### config.mk
export PLATFORM = sky130hd
export DESIGN_NAME = ivm_vector_map
export DESIGN_NICKNAME = d
export VERILOG_FILES = /design/src/shared/ivm_pkg.sv /design/src/shared/ivm_win_if.sv /design/src/verilog/ivm_prio_enc.sv /design/src/verilog/ivm_vector_map.sv
export VERILOG_INCLUDE_DIRS = /design/src /design/src/shared
export SDC_FILE = /design/constraint.sdc
export NUM_CORES = 1
export LEC_CHECK = 0
export BUFFER_PORTS_ARGS = -buffer_cell sky130_fd_sc_hd__buf_2
export CAP_MARGIN = 20
export CORE_MARGIN = 3
export CORE_UTILIZATION = 46
export CTS_BUF_LIST = sky130_fd_sc_hd__clkbuf_16
export DETAILED_ROUTE_END_ITERATION = 16
export HOLD_SLACK_MARGIN = 0.15
export PLACE_DENSITY = 0.84
export SLEW_MARGIN = 30
export SYNTH_ARGS = -nofsm -noshare
export SYNTH_HDL_FRONTEND = slang
export SYNTH_SLANG_ARGS = --single-unit
### constraint.sdc
create_clock -name clk -period 3.95 [get_ports clk]
set_input_delay 0 -clock clk [delete_from_list [all_inputs] [get_ports clk]]
set_output_delay 0 -clock clk [all_outputs]
set_load 0.1 [all_outputs]
### src/shared/ivm_cfg.svh
// constants of the reset and interrupt vector map
`ifndef IVM_CFG_SVH
`define IVM_CFG_SVH
`define IVM_ADDR_W 16
`define IVM_NUM_W 5
`define IVM_NUM_IRQ 28
`define IVM_RESET_ADDR 16'h0000
`define IVM_BOOT_START_DEF 16'hf000
`define IVM_VEC_RESET 5'h01
`define IVM_VEC_EXTERNAL_REQUEST_ZERO 5'h02
`define IVM_VEC_EXTERNAL_REQUEST_SEVEN 5'h09
`define IVM_VEC_PIN_CHANGE_REQUEST_ZERO 5'h0a
`define IVM_VEC_WATCHDOG_TIMEOUT 5'h0d
`define IVM_VEC_T2_COMPARE_MATCH_A 5'h0e
`define IVM_VEC_T1_CAPTURE_EVENT 5'h11
`define IVM_VEC_T0_COUNTER_OVERFLOW 5'h18
`define IVM_VEC_SERIAL_TRANSFER_COMPLETE 5'h19
`define IVM_VEC_RX_COMPLETE 5'h1a
`define IVM_VEC_TRANSMIT_BUFFER_EMPTY 5'h1b
`define IVM_VEC_ANALOG_COMPARE 5'h1d
`define IVM_ADDR_EXTERNAL_REQUEST_ZERO 16'h0002
`define IVM_ADDR_EXTERNAL_REQUEST_SEVEN 16'h0010
`define IVM_ADDR_PIN_CHANGE_REQUEST_ZERO 16'h0012
`define IVM_ADDR_WATCHDOG_TIMEOUT 16'h0018
`define IVM_ADDR_T2_COMPARE_MATCH_A 16'h001a
`define IVM_ADDR_T1_CAPTURE_EVENT 16'h0020
`define IVM_ADDR_T0_COUNTER_OVERFLOW 16'h002e
`define IVM_ADDR_SERIAL_TRANSFER_COMPLETE 16'h0030
`define IVM_ADDR_TRANSMIT_BUFFER_EMPTY 16'h0034
`define IVM_ADDR_ANALOG_COMPARE 16'h0038
`define IVM_START_CNT 2'h2
`endif

### src/shared/ivm_pkg.sv
// types of the reset and interrupt vector map
`include "ivm_cfg.svh"
package ivm_pkg;
	typedef logic [`IVM_ADDR_W-1:0] ivm_addr_t;
	typedef logic [`IVM_NUM_W-1:0] ivm_num_t;
	typedef logic [`IVM_NUM_IRQ-1:0] ivm_irq_vec_t;
	typedef enum logic [1:0] {IVM_ST_START, IVM_ST_RUN} ivm_state_t;
endpackage

### src/shared/ivm_win_if.sv
// winner of the pending requests, passed from encoder to the top
`timescale 1ns/1ps
interface ivm_win_if;
	import ivm_pkg::*;
	logic valid;
	ivm_num_t num;
	modport enc (output valid, output num);
	modport top (input valid, input num);
endinterface

### src/verilog/ivm_prio_enc.sv
// lowest-index-first priority encoder over the pending requests
`timescale 1ns/1ps
`include "ivm_cfg.svh"
module ivm_prio_enc
	import ivm_pkg::*;
#(
	parameter int N = `IVM_NUM_IRQ
)
(
	// requests, bit 0 is vector 2
	input wire logic [N-1:0] req,
	// winner
	ivm_win_if.enc win
);
	logic [N:0] lower_any;
	logic [N-1:0] onehot;
	ivm_num_t idx;

	assign lower_any[0] = 1'b0;
	genvar i;
	generate
		for (i = 0; i < N; i++)
		begin : g_chain
			assign onehot[i] = req[i] & ~lower_any[i];
			assign lower_any[i+1] = lower_any[i] | req[i];
		end
	endgenerate

	always_comb
	begin
		idx = '0;
		for (int k = 0; k < N; k++)
		begin
			if (onehot[k])
				idx = ivm_num_t'(k);
		end
	end

	assign win.valid = lower_any[N];
	assign win.num = idx + `IVM_VEC_EXTERNAL_REQUEST_ZERO;
endmodule

### src/verilog/ivm_vector_map.sv
// reset and interrupt vector map with priority selection
//
// What this block does
// - every reset cause enters at one reset vector, address zero unless the boot reset fuse is programmed.
// - external requests 0..7 are vectors 2..9 at 0x0002 to 0x0010.
// - pin change 0..2 at 0x0012..0x0016, watchdog time-out at 0x0018.
// - second 8-bit timer: compare A 0x001A, compare B 0x001C, overflow 0x001E.
// - 16-bit timer: capture 0x0020, compares 0x0022..0x0026, overflow 0x0028.
// - first 8-bit timer: compare A 0x002A, compare B 0x002C, overflow 0x002E.
// - serial transfer complete at 0x0030, analog comparator at 0x0038.
// - serial unit receive 0x0032, buffer empty 0x0034, transmit done 0x0036.
// - vector select bit moves all interrupt vectors up by boot start.
// - programmed boot reset fuse makes reset enter at the boot address.
`timescale 1ns/1ps
`include "ivm_cfg.svh"
module ivm_vector_map
	import ivm_pkg::*;
#(
	parameter ivm_addr_t BOOT_START = `IVM_BOOT_START_DEF
)
(
	// clock and reset
	input wire logic clk,
	input wire logic rst_b,
	// configuration
	input wire logic boot_reset_fuse,
	input wire logic vector_select_bit,
	input wire logic global_irq_enable,
	// requests from peripherals, bit 0 is vector 2
	input wire ivm_irq_vec_t irq_src,
	// core side
	output logic reset_fetch,
	output ivm_addr_t reset_addr,
	output logic irq_req,
	output ivm_num_t irq_num,
	output ivm_addr_t irq_addr,
	input wire logic irq_ack,
	output ivm_irq_vec_t irq_taken
);
	ivm_win_if win ();
	ivm_state_t state_r, state_nxt;
	logic [1:0] cnt_r;
	logic fuse_s1_r, fuse_s2_r, fuse_r;
	logic reset_fetch_r, req_r, req_nxt;
	ivm_addr_t reset_addr_r, addr_r, addr_nxt;
	ivm_num_t num_r;
	ivm_irq_vec_t taken_r, taken_nxt;
	logic take, start_done;
	ivm_addr_t base;

	function automatic ivm_addr_t vec_offset(input ivm_num_t n);
		vec_offset = ivm_addr_t'({n, 1'b0}) - ivm_addr_t'(2);
	endfunction

	ivm_prio_enc #(.N(`IVM_NUM_IRQ)) u_enc (
		.req(irq_src),
		.win(win)
	);

	assign start_done = (state_r == IVM_ST_START) && (cnt_r == `IVM_START_CNT);
	assign take = req_r & irq_ack;
	assign base = vector_select_bit ? BOOT_START : `IVM_RESET_ADDR;
	assign addr_nxt = base + vec_offset(win.num);
	assign req_nxt = (state_r == IVM_ST_RUN) & win.valid & global_irq_enable & ~take & ~(|taken_r);
	assign taken_nxt = take ? (ivm_irq_vec_t'(1) << (num_r - `IVM_VEC_EXTERNAL_REQUEST_ZERO)) : '0;

	always_comb
	begin
		state_nxt = state_r;
		case (state_r)
			IVM_ST_START:
				if (cnt_r == `IVM_START_CNT)
					state_nxt = IVM_ST_RUN;
			IVM_ST_RUN:
				state_nxt = IVM_ST_RUN;
			default:
				state_nxt = IVM_ST_START;
		endcase
	end

	// strap sync, then capture once after release
	always_ff @(posedge clk or negedge rst_b)
	begin
		if (!rst_b)
		begin
			fuse_s1_r <= 1'b0;
			fuse_s2_r <= 1'b0;
		end
		else
		begin
			fuse_s1_r <= boot_reset_fuse;
			fuse_s2_r <= fuse_s1_r;
		end
	end

	always_ff @(posedge clk or negedge rst_b)
	begin
		if (!rst_b)
		begin
			state_r <= IVM_ST_START;
			cnt_r <= 2'h0;
			fuse_r <= 1'b0;
		end
		else
		begin
			state_r <= state_nxt;
			if (state_r == IVM_ST_START)
				cnt_r <= cnt_r + 2'h1;
			if (start_done)
				fuse_r <= fuse_s2_r;
		end
	end

	// one reset entry for every cause
	always_ff @(posedge clk or negedge rst_b)
	begin
		if (!rst_b)
		begin
			reset_fetch_r <= 1'b0;
			reset_addr_r <= `IVM_RESET_ADDR;
		end
		else
		begin
			reset_fetch_r <= start_done;
			if (start_done)
				reset_addr_r <= fuse_s2_r ? BOOT_START : `IVM_RESET_ADDR;
		end
	end

	always_ff @(posedge clk or negedge rst_b)
	begin
		if (!rst_b)
		begin
			req_r <= 1'b0;
			num_r <= `IVM_VEC_EXTERNAL_REQUEST_ZERO;
			addr_r <= `IVM_RESET_ADDR;
			taken_r <= '0;
		end
		else
		begin
			req_r <= req_nxt;
			taken_r <= taken_nxt;
			if (!take)
			begin
				num_r <= win.num;
				addr_r <= addr_nxt;
			end
		end
	end

	assign reset_fetch = reset_fetch_r;
	assign reset_addr = reset_addr_r;
	assign irq_req = req_r;
	assign irq_num = num_r;
	assign irq_addr = addr_r;
	assign irq_taken = taken_r;

	// checks
	property p_map(ivm_num_t n, ivm_addr_t a);
		@(posedge clk) disable iff (!rst_b)
		(req_r && num_r == n && !$past(vector_select_bit)) |-> addr_r == a;
	endproperty

	chk_reset_entry_zero: assert property (@(posedge clk) disable iff (!rst_b)
		(reset_fetch_r && !fuse_r) |-> reset_addr_r == `IVM_RESET_ADDR)
		else $error("reset entry not at address zero");
	chk_ext_req_map: assert property (p_map(`IVM_VEC_EXTERNAL_REQUEST_SEVEN,
		`IVM_ADDR_EXTERNAL_REQUEST_SEVEN))
		else $error("external request seven misplaced");
	chk_watchdog_map: assert property (p_map(`IVM_VEC_WATCHDOG_TIMEOUT, `IVM_ADDR_WATCHDOG_TIMEOUT))
		else $error("watchdog vector misplaced");
	chk_pin_change_map: assert property (p_map(`IVM_VEC_PIN_CHANGE_REQUEST_ZERO,
		`IVM_ADDR_PIN_CHANGE_REQUEST_ZERO))
		else $error("pin change request zero misplaced");
	chk_transfer_map: assert property (p_map(`IVM_VEC_SERIAL_TRANSFER_COMPLETE,
		`IVM_ADDR_SERIAL_TRANSFER_COMPLETE))
		else $error("serial transfer complete vector misplaced");
	chk_timer2_map: assert property (p_map(`IVM_VEC_T2_COMPARE_MATCH_A, `IVM_ADDR_T2_COMPARE_MATCH_A))
		else $error("second 8-bit timer vector misplaced");
	chk_timer1_map: assert property (p_map(`IVM_VEC_T1_CAPTURE_EVENT, `IVM_ADDR_T1_CAPTURE_EVENT))
		else $error("16-bit timer capture vector misplaced");
	chk_timer0_map: assert property (p_map(`IVM_VEC_T0_COUNTER_OVERFLOW, `IVM_ADDR_T0_COUNTER_OVERFLOW))
		else $error("first 8-bit timer overflow misplaced");
	chk_comparator_map: assert property (p_map(`IVM_VEC_ANALOG_COMPARE, `IVM_ADDR_ANALOG_COMPARE))
		else $error("analog comparator vector misplaced");
	chk_serial_map: assert property (p_map(`IVM_VEC_TRANSMIT_BUFFER_EMPTY,
		`IVM_ADDR_TRANSMIT_BUFFER_EMPTY))
		else $error("buffer empty vector misplaced");
	chk_relocate_boot: assert property (@(posedge clk) disable iff (!rst_b)
		(req_r && $past(vector_select_bit) && !$past(take)) |-> addr_r == BOOT_START + vec_offset(num_r))
		else $error("vector not relocated to boot section");
	chk_boot_reset: assert property (@(posedge clk) disable iff (!rst_b)
		reset_fetch_r |-> reset_addr_r == (fuse_r ? BOOT_START : `IVM_RESET_ADDR))
		else $error("reset entry ignores boot fuse");
	chk_addr_formula: assert property (@(posedge clk) disable iff (!rst_b)
		(req_r && !$past(vector_select_bit)) |-> addr_r == ({11'h000, num_r} << 1) - 16'h0002)
		else $error("vector address not twice number minus two");
	chk_lowest_wins: assert property (@(posedge clk) disable iff (!rst_b)
		(req_r && !$past(take)) |-> ($past(irq_src) & ((ivm_irq_vec_t'(1) << (num_r - 5'h02)) - 1'b1)) == '0)
		else $error("lower pending request skipped");
	chk_ack_taken: assert property (@(posedge clk) disable iff (!rst_b)
		take |=> (|taken_r) ##1 !req_r)
		else $error("ack not followed by taken pulse");

	cov_reset_boot: cover property (@(posedge clk) disable iff (!rst_b) reset_fetch_r && fuse_r);
	cov_two_pending: cover property (@(posedge clk) disable iff (!rst_b) req_r && $countones(irq_src) > 1);
	cov_relocated_take: cover property (@(posedge clk) disable iff (!rst_b) take && vector_select_bit);
endmodule

# After elaboration in Yosys (flattened, before gate mapping)
# Index checks and enable logic that the tools add are counted.
dict set report totals {
  ff_bits 73
  in_bits 34
  output_inout_bits 67
  word_cells 142
}
dict set report op_classes {
  n_addsub 5
  n_eq_ne 3
  n_shift 1
  n_mux 32
  n_bitwise 88
  n_reduce_logical 3
}
# op n
set ops {}
lappend ops {{2-to-1 mux 5 bit} 26}
lappend ops {{bitwise AND 1 bit} 32}
lappend ops {{2-to-1 mux 16 bit} 2}
lappend ops {{NOT 1 bit} 29}
lappend ops {{2-to-1 mux 28 bit} 1}
lappend ops {{OR reduction 28 bit} 1}
lappend ops {{left shift 1 x 5 -> 28 bit, first input constant} 1}
lappend ops {{OR 1 bit} 27}
lappend ops {{adder 16 bit} 1}
lappend ops {{subtractor 6 x 2 -> 7 bit, second input constant} 1}
lappend ops {{adder 5 x 2 -> 5 bit, second input constant} 1}
lappend ops {{subtractor 5 x 2 -> 5 bit, second input constant} 1}
lappend ops {{one-hot mux 2 bit (2 select lines)} 1}
lappend ops {{adder 2 x 1 -> 2 bit, second input constant} 1}
lappend ops {{== test 2 x 1 -> 1 bit, second input constant} 1}
lappend ops {{== test 2 bit, second input constant} 1}
lappend ops {{zero test 2 bit} 1}
lappend ops {{2-to-1 mux 2 bit} 1}
lappend ops {{inequality test 2 x 1 -> 1 bit, second input constant} 1}
lappend ops {{logical AND 1 bit} 1}
lappend ops {{2-to-1 mux 1 bit} 1}

# Depth between registers and ports, before layout
# Gate-level depths: netlist (run 1).
dict set report logic_depth {
  depth_word 32
  depth_mapped 12
  depth_no_buf 12
}

# Modules after synthesis
# From an unflattened synthesis (run 1), not the netlist that was laid out.
dict set report hier_totals {
  hier_cells 249
  area_unflattened_um2 2467.4
}
# module instances cells_each area_per_inst_um2 seq_area_each_um2
set by_module_without_submodules {}
lappend by_module_without_submodules {ivm_vector_map 1 189 2108.3 1227.4}
lappend by_module_without_submodules {ivm_prio_enc 1 60 359.1 0.0}

# Least setup slack after synthesis (run 1)
# Ideal clock, no wire load.
dict set report synth_path {
  path_kind {input to register}
  from {in irq_src[10]}
  to {reg addr_r[12], in the netlist irq_addr[12]}
  setup_ps 122
  t_arrival_ps 2273
  required_ps 3828
  setup_slack_ps 1555
  path_stages 11
  n_path_buf 0
  cell_sequence {or4_4 nor4_2 and3_2 o311ai_1 o31ai_2 ha_1 nand2_1 or3_4 ha_1 nand2_1 nand2_1}
}
dict set report synth_via {
  elab_chain_cells 23
  word_cells_on_any_way 73
  classes_between {add/sub: 3; mux: 18; bitwise: 52}
}
# item line_no
set synth_lines {}
lappend synth_lines {{start, declared} ivm_vector_map.sv:30} ;# input wire ivm_irq_vec_t irq_src,
lappend synth_lines {{OR 1 bit} ivm_prio_enc.sv:25} ;# assign lower_any[i+1] = lower_any[i] | req[i];
lappend synth_lines {{NOT 1 bit or OR 1 bit (tied branches)} {ivm_prio_enc.sv:24, ivm_prio_enc.sv:25}}
lappend synth_lines {{bitwise AND 1 bit, or another cell as far along} ivm_prio_enc.sv:24} ;# assign onehot[i] = req[i] & ~lower_any[i];
lappend synth_lines {{2-to-1 mux 5 bit, or another cell as far along (15 in series)} ivm_prio_enc.sv:34} ;# if (onehot[k])
lappend synth_lines {{2-to-1 mux 5 bit or bitwise AND 1 bit (tied branches)} {ivm_prio_enc.sv:34, ivm_prio_enc.sv:24}}
lappend synth_lines {{2-to-1 mux 5 bit (*)} ivm_prio_enc.sv:34}
lappend synth_lines {{adder 5 x 2 -> 5 bit (no line) (*)} --}
lappend synth_lines {{subtractor 6 x 2 -> 7 bit (*)} ivm_vector_map.sv:52} ;# vec_offset = ivm_addr_t'({n, 1'b0}) - ivm_addr_t'(2);
lappend synth_lines {{adder 16 bit (*)} ivm_vector_map.sv:63} ;# assign addr_nxt = base + vec_offset(win.num);
lappend synth_lines {{via addr_nxt[12]} ivm_vector_map.sv:45} ;# ivm_addr_t reset_addr_r, addr_r, addr_nxt;
lappend synth_lines {{end signal, assigned} ivm_vector_map.sv:136} ;# addr_r <= `IVM_RESET_ADDR;
lappend synth_lines {{end signal, assigned} ivm_vector_map.sv:146} ;# addr_r <= addr_nxt;
lappend synth_lines {{end, declared} ivm_vector_map.sv:45}
# The timed path passes the listed nets; every way through them passes the cells marked *.
# A chain may end at the register's enable or synchronous reset.

# Final worst setup path (run 1)
dict set report layout_path {
  from {in irq_src[0]}
  to {reg addr_r[12], in the netlist irq_addr[12]}
}
dict set report layout_via {
  elab_chain_cells 32
  word_cells_on_any_way 110
  classes_between {add/sub: 3; mux: 27; bitwise: 80}
}
# item line_no
set layout_lines {}
lappend layout_lines {{NOT 1 bit or OR 1 bit (tied branches)} {ivm_prio_enc.sv:24, ivm_prio_enc.sv:25}}
lappend layout_lines {{bitwise AND 1 bit, or another cell as far along} ivm_prio_enc.sv:24}
lappend layout_lines {{2-to-1 mux 1 bit, or another cell as far along} ivm_prio_enc.sv:34}
lappend layout_lines {{2-to-1 mux 5 bit, or another cell as far along (24 in series)} ivm_prio_enc.sv:34}
lappend layout_lines {{2-to-1 mux 5 bit or bitwise AND 1 bit (tied branches)} {ivm_prio_enc.sv:34, ivm_prio_enc.sv:24}}
lappend layout_lines {{2-to-1 mux 5 bit (*)} ivm_prio_enc.sv:34}
lappend layout_lines {{adder 5 x 2 -> 5 bit (no line) (*)} --}
lappend layout_lines {{subtractor 6 x 2 -> 7 bit (*)} ivm_vector_map.sv:52}
lappend layout_lines {{adder 16 bit (*)} ivm_vector_map.sv:63}
lappend layout_lines {{via addr_nxt[12]} ivm_vector_map.sv:45}
# Marked as above.

==> results of run 1 <==
## worst max-delay path by stage
| stage | start | end | slack [ns] | depth (start not counted) |
|---|---|---|---|---|
| global route | irq_src[0] | irq_addr[12] | 0.79 | 14 |
| finish | irq_src[0] | irq_addr[12] | 1.0 | 14 |
| floorplan | irq_src[10] | irq_addr[12] | 1.56 | 11 |
| detailed placement | irq_src[3] | irq_addr[12] | 1.18 | 13 |
| global placement | irq_src[10] | irq_addr[12] | 1.33 | 12 |
| CTS | irq_src[0] | irq_addr[12] | 1.03 | 14 |
## per-layer routing
layer | global-route usage (%) | vias to the layer above | share of wire, %
met5 | 0 | - | 0
met4 | 7.17 | 0 | 2.2
met3 | 3.97 | 12 | 6.6
met2 | 33.9 | 75 | 50
met1 | 21.2 | 950 | 41
li1 | - | 1004 | -
## cell usage after synthesis (4+ instances only)
library cell	number	share of area, %
a21oi_1	11	2.3
buf_4	23	7.1
clkbuf_1	6	0.93
dfrtp_1	48	49
ha_1	5	2.6
inv_1	13	2.0
nand2_1	20	3.1
nand3_1	4	0.82
nand3b_1	5	1.5
nor2_1	44	6.8
nor3_1	6	1.2
nor4_1	8	2.1
o21ai_0	7	1.4
o21ai_1	8	1.6
## cell type report
type                            count  area [µm²]  share of cell area [%]
Clock buffer                        5         125                    4.15
Clock inverter                      3        25.0                   0.831
Tap cell                           67        83.8                    2.78
Timing Repair Buffer               93         498                    16.5
Multi-Input combinational cell    174        1000                    33.3
Sequential cell                    49        1230                    40.7
Inverter                           13        48.8                    1.62
## sequential cells by signal (all words and copies together) (netlist names)
register and cells:
cnt_r 2, fuse_s1_r 1, fuse_s2_r 1, irq_addr 8
irq_num 5, irq_req 1, irq_taken 28, reset_addr 1
reset_fetch 1, state_r 1
## cells by family (layout without fill, tap and decap cells)
group | count (synthesis) | count (layout) | share of synthesized area (%)
DFF | 49 | 49 | 50.5
adders and majority gates | 5 | 5 | 2.57
buffers and inverters | 42 | 114 | 10.0
xor gates and xnor gates | 6 | 6 | 2.47
and+or+nand+nor | 109 | 109 | 23.2
AOI/OAI and AO/OA | 40 | 40 | 10.7
muxes | 1 | 1 | 0.463
other | 1 | 13 | 0.154
## per-stage QoR
stage	hold slack (ns)	setup slack (ns)
after floorplan	-0.296	1.56
after global placement	0.111	1.33
after detailed placement	0.0481	1.18
after CTS	0.188	1.03
after global routing	0.215	0.790
final	0.177	0.998
## power groups by stage
| stage | sequential, mW | combinational (mW) | clock (mW) |
|---|---|---|---|
| after floorplan | 0.795 | 0.241 | 0 |
| after global placement | 0.575 | 0.545 | 0 |
| after detailed placement | 0.575 | 0.552 | 0 |
| after CTS | 0.566 | 0.557 | 0.434 |
| after global routing | 0.572 | 0.584 | 0.454 |
| final | 0.566 | 0.555 | 0.426 |
## critical path: cells and delay by family
kind	cells	cell delay, ns
and+or+nand+nor	8	1.62
buffers and inverters	2	0.67
adders and majority gates	2	0.58
AOI/OAI and AO/OA	2	0.26
## placed cells by master (no fill, tap or decap), types with 2 or more instances in the layout
cell type      instances
nand4_1                3
conb_1                13
xnor2_1                3
ha_1                   5
nor3b_1                3
dlygate4sd3_1          6
dfrtp_1               48
o21ai_1                8
nor2_1                44
inv_6                  2
clkbuf_16              5
inv_1                 13
xor2_1                 2
nor4_2                 3
nand3_1                4
nor4_1                 8
o31ai_1                2
o21ai_0                7
or3_1                  2
buf_2                 86
nor3_1                 6
a21oi_1               11
nand3b_1               5
nand2_1               20
o311ai_1               2
## what timing repair did
item                       CTS  global route
resized for setup            0             0
setup endpoints to repair    0             0
hold endpoints to repair    54             0
hold buffers                 6             0
==> flow_metrics.py, run 1 <==
metrics = {
    "run_status": {
        "status": "completed",
    },
    "clocking": {
        "clkTransAtPathRegs_ns": 0.07,
        "clk_latency_ns": 0.29,
        "clockRootBuffer": "clkbuf_16",
        "post_cts_buffers": 0,
        "htree_levels": 2,
        "clock_path_buffers": 2,
        "cts_buffers": 5,
        "clock-sinks": 49,
        "cts_tree": "done",
    },
    "layout": {
        "antenna_cells": 0,
        "fin_nets": 375,
        "fillers": 430,
        "layout.cells.non_filler": 404,
        "fin_util_pct": 61.4,
        "syn2layout_area_growth_pct": 23.9,
        "drive_gt1_share_pct": 32.3,
        "final_area_mm2": 0.00301,
    },
    "min_path": {
        "hold_class": "in -> reg",
        "holdPathStages": 3,
        "min-delay-start": "irq_src[27]",
        "min_to": "irq_req",
    },
    "detailed_routing": {
        "via_count": 2041,
        "firstDrtPassIters": 4,
        "drc": 0,
        "avgViaCountPerCell": 5.05,
        "routedWlPerCell_um": 13.7,
        "routed_wirelength_um": 5540,
        "initialDrtViolationCount": 133,
        "ant_nets": 0,
    },
    "floorplanning": {
        "initial_core_util_pct": 49.5,
        "die_y_um": 78.7,
        "rows": 25,
        "fp.coreArea_mm2": 0.00491,
        "pin_count": 101,
        "die_w_um": 78.7,
        "die-area_mm2": 0.00619,
    },
    "setup_path": {
        "cp_common_cell": "nand2_1",
        "r2r_setup_slack_ns": 1.94,
        "worst_r2r_endpoint": "irq_taken[0]",
        "worstPathArrival_ns": 3.13,
        "start_kind": "input pin",
        "crit_chain": "dlygate4sd3_1, buf_2, nor4_1, nand3_1, nor4_2, and3_2, o311ai_1, o31ai_2, ha_1, nand2_1, or3_4, ha_1, nand2_1, nand2_1",
        "path_max_fanout": 3,
        "crit_type": "in -> reg",
        "reg2regPathDepth": 5,
        "cp-end-kind": "flip-flop",
        "max_stage_delay_ns": 0.53,
        "rr_startpoint": "irq_num[1]",
        "crit_slowest_cell": "dlygate4sd3_1",
        "cp_data_required_time_ns": 4.13,
    },
    "power_and_ir_drop": {
        "p_sw_share_pct": 43.9,
        "pwr-share-clk_pct": 27.5,
        "cellPowerDensity_mw_per_mm2": 513,
        "vdd_ir_drop_max_mv": 0.231,
        "power_mw": 1.55,
        "internal-power_mw": 0.868,
        "pwr-share-comb_pct": 35.9,
        "sequentialPowerShare_pct": 36.6,
        "leakagePower_nw": 1.56,
        "p_sw_mw": 0.680,
    },
    "synthesis": {
        "ys_ff_latch": 49,
        "syn-cell-area_mm2": 0.00243,
        "synth_edf_count": 0,
        "synthDistinctLibCells": 47,
        "synthCells": 253,
        "syn_area_per_cell_um2": 9.61,
        "ys_seq_area_share_pct": 50.5,
        "synthArstFlopShare_pct": 100,
        "yosysWarnings": 0,
        "synth_ff_type": "dfrtp_1",
    },
    "timing": {
        "hold_viol": 0,
        "drv_slew": 0,
        "finalClockSkew_ns": 0.00527,
        "min_period_over_period_pct": 74.7,
        "finalSetupViolCount": 0,
        "relSlewSlack_pct": 58.3,
        "tns_ns": 0,
        "worst_pin_slew_ns": 0.621,
        "fin_crit_ns": 2.95,
        "max_freq_mhz": 339,
        "rsz0062_at_grt": "no",
    },
    "global_route": {
        "grt_pass1_wl_um": 9150,
        "grt_max_degree": 50,
        "grt.total_usage_pct": 18.6,
        "grt_pass1_vias": 1990,
        "overflow": 0,
        "antenna_found_initial": 0,
    },
    "placed_design": {
        "numPortBuffers": 87,
        "place_area_mm2": 0.00280,
        "place_hpwl_um": 4300,
        "gp_congestion": 0.805,
        "dp_cells": 390,
    },
    "run": {
        "maxCapViolCount": 0,
    },
}
Power figures use the tool's default switching activity.
==> inputs of run 2 (changes only) <==
==> constraint.sdc (replaced) <==
create_clock -name clk -period 2.8 [get_ports clk]
set_input_delay 0 -clock clk [delete_from_list [all_inputs] [get_ports clk]]
set_output_delay 0 -clock clk [all_outputs]
set_load 0.1 [all_outputs]
==> run 2 against run 1 <==
Effect of this change:
- clock-buffer cell count unchanged
- sequential share of layout area down 0.19 points
- largest power group unchanged
- global-route usage up 0.17 points
- via count up 0.98%
- die area unchanged
- sequential power up 41%
==> flow_metrics.py, run 2 (synthesis results as in run 1) <==
metrics = {
    "setup_path": {
        "worstPathArrival_ns": 2.56,
        "cp-end-kind": "flip-flop",
        "cp_data_required_time_ns": 2.98,
        "crit_type": "in -> reg",
        "start_kind": "input pin",
        "path_max_fanout": 3,
    },
    "timing": {
        "worst_pin_slew_ns": 0.616,
        "rsz0062_at_grt": "no",
        "relSlewSlack_pct": 58.7,
        "min_period_over_period_pct": 85.0,
        "setup_ws_ns": 0.421,
        "max_freq_mhz": 420,
        "drv_slew": 0,
        "tns_ns": 0,
        "hold_viol": 0,
        "finalSetupViolCount": 0,
        "finalClockSkew_ns": 0.00792,
        "fin_crit_ns": 2.38,
    },
    "min_path": {
        "hold_class": "in -> reg",
    },
    "clocking": {
        "htree_levels": 2,
        "clock_path_buffers": 2,
        "cts_buffers": 5,
        "clockRootBuffer": "clkbuf_16",
        "clock-sinks": 49,
        "post_cts_buffers": 0,
        "clkTransAtPathRegs_ns": 0.07,
        "cts_tree": "done",
        "clk_latency_ns": 0.29,
    },
    "placed_design": {
        "pre_cts_ws_ns": 0.126,
        "gp_congestion": 0.771,
        "place_hpwl_um": 4290,
        "numPortBuffers": 87,
    },
    "run_status": {
        "status": "completed",
    },
    "detailed_routing": {
        "drc": 0,
        "via_count": 2061,
        "ant_nets": 0,
        "initialDrtViolationCount": 125,
        "routedWlPerCell_um": 13.7,
        "routed_wirelength_um": 5560,
        "firstDrtPassIters": 4,
        "avgViaCountPerCell": 5.08,
    },
    "floorplanning": {
        "die_y_um": 78.7,
        "initial_core_util_pct": 49.5,
        "rows": 25,
        "die_w_um": 78.7,
        "pin_count": 101,
        "fp.coreArea_mm2": 0.00491,
        "die-area_mm2": 0.00619,
    },
    "global_route": {
        "grt_pass1_wl_um": 9070,
        "overflow": 0,
        "antenna_found_initial": 0,
        "grt.total_usage_pct": 18.8,
        "grt_pass1_vias": 1981,
        "grt_max_degree": 50,
    },
    "layout": {
        "layout_commonest_cell": "buf_2",
        "drive_gt1_share_pct": 32.5,
        "fillers": 416,
        "syn2layout_area_growth_pct": 24.5,
        "fin_util_pct": 61.6,
        "largest_reg_flops": 28,
        "fin_nets": 376,
        "layout_common_cells": "86 x buf_2, 48 x dfrtp_1, 44 x nor2_1",
    },
    "power_and_ir_drop": {
        "leakagePower_nw": 1.57,
        "cellPowerDensity_mw_per_mm2": 727,
        "vdd_ir_drop_max_mv": 0.330,
    },
    "run": {
        "maxCapViolCount": 0,
    },
}
[run 2: repair_timing]
action                                 in CTS  in global routing
gates resized for setup                     0                  0
endpoints found under the hold margin      54                  0
hold buffers                                6                  0
[run 2: final cells by class]
| cell class | count | area [µm²] | area share, % |
|---|---|---|---|
| Sequential cell | 49 | 1230 | 40.6 |
| Clock buffer | 5 | 125 | 4.13 |
| Antenna cell | 1 | 2.50 | 0.0827 |
| Timing Repair Buffer | 94 | 505 | 16.7 |
| Tap cell | 67 | 83.8 | 2.77 |
| Inverter | 13 | 48.8 | 1.61 |
| Clock inverter | 3 | 28.8 | 0.951 |
| Multi-Input combinational cell | 174 | 1000 | 33.2 |
[run 2: path summary, 6_finish.rpt]
kind	from	to	slack [ns]	depth (start not counted)
worst max-delay path	irq_src[3]	irq_addr[12]	0.42	13
worst min-delay path	irq_src[25]	irq_req	0.17	3
worst max register to register	irq_num[1]	irq_taken[2]	0.84	5
worst min register to register	fuse_s1_r	fuse_s2_r	0.35	0
max in group asynchronous	rst_b	irq_addr[11]	2.15	2
min in group asynchronous	rst_b	cnt_r[0]	0.25	2
[run 2: worst max-delay path: stages]
cell      delay [ns]
buf_2           0.11
nor4_1          0.43
nand3_1         0.21
nor4_2          0.27
and3_2          0.25
o311ai_1        0.13
o31ai_2         0.12
ha_1            0.22
nand2_1         0.05
or3_4           0.35
ha_1            0.29
nand2_1         0.06
nand2_1         0.06
[run 2: per-layer routing]
| layer | track usage (%) | part of all wire [%] |
|---|---|---|
| met5 | 0 | 0 |
| met4 | 7.34 | 1.7 |
| met3 | 4.42 | 6.6 |
| met2 | 33.6 | 51 |
| met1 | 21.6 | 41 |
[run 2: report_power, final]
| group | leakage [nW] | switching (mW) | internal [mW] | total (mW) |
|---|---|---|---|---|
| Clock | 0.0763 | 0.274 | 0.342 | 0.616 |
| Sequential | 0.641 | 0.0449 | 0.756 | 0.800 |
| Combinational | 0.853 | 0.653 | 0.131 | 0.784 |
[run 2: through the flow]
stage,power [mW],area [µm²],std cells,hold slack [ns]
3_5_place_dp,1.59,2810,391,0.0436
6_report,2.20,3030,406,0.172
5_1_grt,2.29,3020,405,0.175
3_3_place_gp,1.58,2810,391,0.111
4_1_cts,2.21,3020,405,0.170
2_1_floorplan,1.46,2480,265,-0.296
==> inputs of run 3 (changes only) <==
==> constraint.sdc (replaced) <==
create_clock -name clk -period 2.34 [get_ports clk]
set_input_delay 0 -clock clk [delete_from_list [all_inputs] [get_ports clk]]
set_output_delay 0 -clock clk [all_outputs]
set_load 0.1 [all_outputs]
==> run 3 against run 2 <==
Effect of this change:
- clock-buffer cell count did not move
- via count rose by 3.1%
- combinational power rose by 24%
- sequential cell count did not move
- total power rose by 21%
- design area rose by 5.7%
- critical path type unchanged
- largest power group is now combinational cells
- sequential power rose by 19%
- worst setup slack got worse by 0.33 ns
- wire length rose by 5.0%
==> flow_metrics.py, run 3 (synthesis results as in run 1) <==
metrics = {
    "run_status": {
        "status": "completed",
    },
    "timing": {
        "rsz0062_at_grt": "yes",
        "min_period_over_period_pct": 96.0,
        "timing.hold.ws_ns": 0.180,
        "max_freq_mhz": 445,
        "fin_crit_ns": 2.25,
        "drv_slew": 0,
        "finalSetupViolCount": 0,
        "hold_viol": 0,
        "finalClockSkew_ns": 0.00813,
        "worst_pin_slew_ns": 0.583,
        "relSlewSlack_pct": 61.1,
    },
    "setup_path": {
        "crit_slowest_cell": "or4_4",
        "crit_type": "in -> reg",
        "cp_num_buf_inv": 1,
        "cp_top_family": "simple AND/OR/NAND/NOR gates",
        "path_max_fanout": 3,
        "worstPathArrival_ns": 2.43,
        "crit_chain": "buf_6, or4_4, nor3_4, nand2_1, o311ai_2, a211oi_2, o31ai_2, ha_2, nand2_2, or3_4, ha_4, nand2_2, nand2_1",
        "cp-end-kind": "flip-flop",
        "max_stage_delay_ns": 0.57,
        "start_kind": "input pin",
        "cp_data_required_time_ns": 2.52,
    },
    "floorplanning": {
        "initial_core_util_pct": 49.5,
        "die_w_um": 78.7,
        "die_y_um": 78.7,
        "die-area_mm2": 0.00619,
        "pin_count": 101,
        "fp.coreArea_mm2": 0.00491,
        "rows": 25,
    },
    "clocking": {
        "clockRootBuffer": "clkbuf_16",
        "clock_path_buffers": 2,
        "cts_tree": "done",
        "clkTransAtPathRegs_ns": 0.06,
        "clock-sinks": 49,
        "htree_levels": 2,
        "clk_latency_ns": 0.29,
        "cts_buffers": 5,
    },
    "global_route": {
        "grt.total_usage_pct": 19.4,
        "overflow": 0,
        "grt_pass1_vias": 2085,
        "grt_pass1_wl_um": 9580,
        "grt_max_degree": 50,
        "antenna_found_initial": 0,
    },
    "layout": {
        "antenna_cells": 0,
        "largest_reg_flops": 28,
        "fin_nets": 393,
        "layout.cells.non_filler": 422,
        "syn2layout_area_growth_pct": 31.7,
        "drive_gt1_share_pct": 38.0,
        "layout_common_cells": "84 x buf_2, 48 x dfrtp_1, 44 x nor2_1",
        "layout_commonest_cell": "buf_2",
    },
    "detailed_routing": {
        "routed_wirelength_um": 5840,
        "initialDrtViolationCount": 110,
        "firstDrtPassIters": 4,
        "ant_nets": 0,
        "routedWlPerCell_um": 13.8,
        "via_count": 2124,
        "drc": 0,
        "avgViaCountPerCell": 5.03,
    },
    "run": {
        "maxCapViolCount": 0,
    },
    "placed_design": {
        "gp_congestion": 0.812,
        "numPortBuffers": 87,
        "place_hpwl_um": 4480,
        "dp_cells": 408,
    },
    "power_and_ir_drop": {
        "cellPowerDensity_mw_per_mm2": 833,
        "vdd_ir_drop_max_mv": 0.313,
        "leakagePower_nw": 1.66,
    },
    "min_path": {
        "hold_class": "in -> reg",
    },
}
-- run 3: cell types whose count changed in the layout (fill, tap and decap cells not counted), moves of 2 or more --
cell / previous run / this run
dlygate4sd3_1: 6 / 4
buf_6: 0 / 2
ha_1: 5 / 3
nand2_1: 20 / 18
buf_4: 2 / 21
buf_2: 86 / 84
nand2_2: 0 / 2
-- run 3: area by class of cell --
cell class                      instances  area (µm²)
Timing Repair Buffer                  111         641
Clock inverter                          3        28.8
Clock buffer                            5         125
Tap cell                               67        83.8
Multi-Input combinational cell        174        1050
Fill cell                             389        1710
Sequential cell                        49        1230
Inverter                               13        48.8
-- run 3: through the flow --
stage	util, %	area [µm²]	setup TNS, ns	power (mW)	setup WS [ns]
after detailed placement	60.1	2950	-0.355	1.92	-0.224
after global placement	60.0	2950	-0.0919	1.91	-0.0919
after global routing	65.2	3200	-0.0156	2.78	-0.0156
after floorplan	-	2490	-0.0401	1.75	-0.0401
final	65.2	3200	0	2.67	0.0935
after CTS	64.0	3140	0	2.67	0.0840
-- run 3: routing by layer --
layer  routed length (µm)  global-route usage [%]  vias up
li1                     -                       -     1034
met1                 2260                    22.4     1005
met2                 3050                    35.4       80
met3                  480                    5.22        5
met4                   59                    5.24        0
met5                    0                       0        -
-- run 3: path summary, 6_finish.rpt --
path	from	endpoint	slack [ns]	cells after the start
worst max-delay path	irq_src[8]	irq_addr[12]	0.09	13
worst min-delay path	irq_src[27]	irq_req	0.18	3
worst max register to register	irq_num[1]	irq_taken[19]	0.47	5
worst min register to register	fuse_s1_r	fuse_s2_r	0.39	0
max in group asynchronous	rst_b	irq_taken[13]	1.68	2
min in group asynchronous	rst_b	cnt_r[0]	0.25	2
-- run 3: tightest hold or removal path: cells and delay by family --
kind,cells,cell delay (ns)
buf+inv,1,0.12
simple gates,1,0.18
compound gates,1,0.13
-- run 3: where the power goes --
part / total [mW] / switching [mW] / internal, mW / leakage (nW)
logic: 0.971 / 0.793 / 0.178 / 0.947
registers: 0.954 / 0.0502 / 0.904 / 0.641
clock network: 0.740 / 0.331 / 0.409 / 0.0763
-- run 3: what timing repair did --
item                                   4_1_cts  5_1_grt
gates resized for setup                      0        7
hold buffers                                 4        0
endpoints found under the hold margin       53        0
setup endpoints to repair                    0        1
setup buffers                                0        2
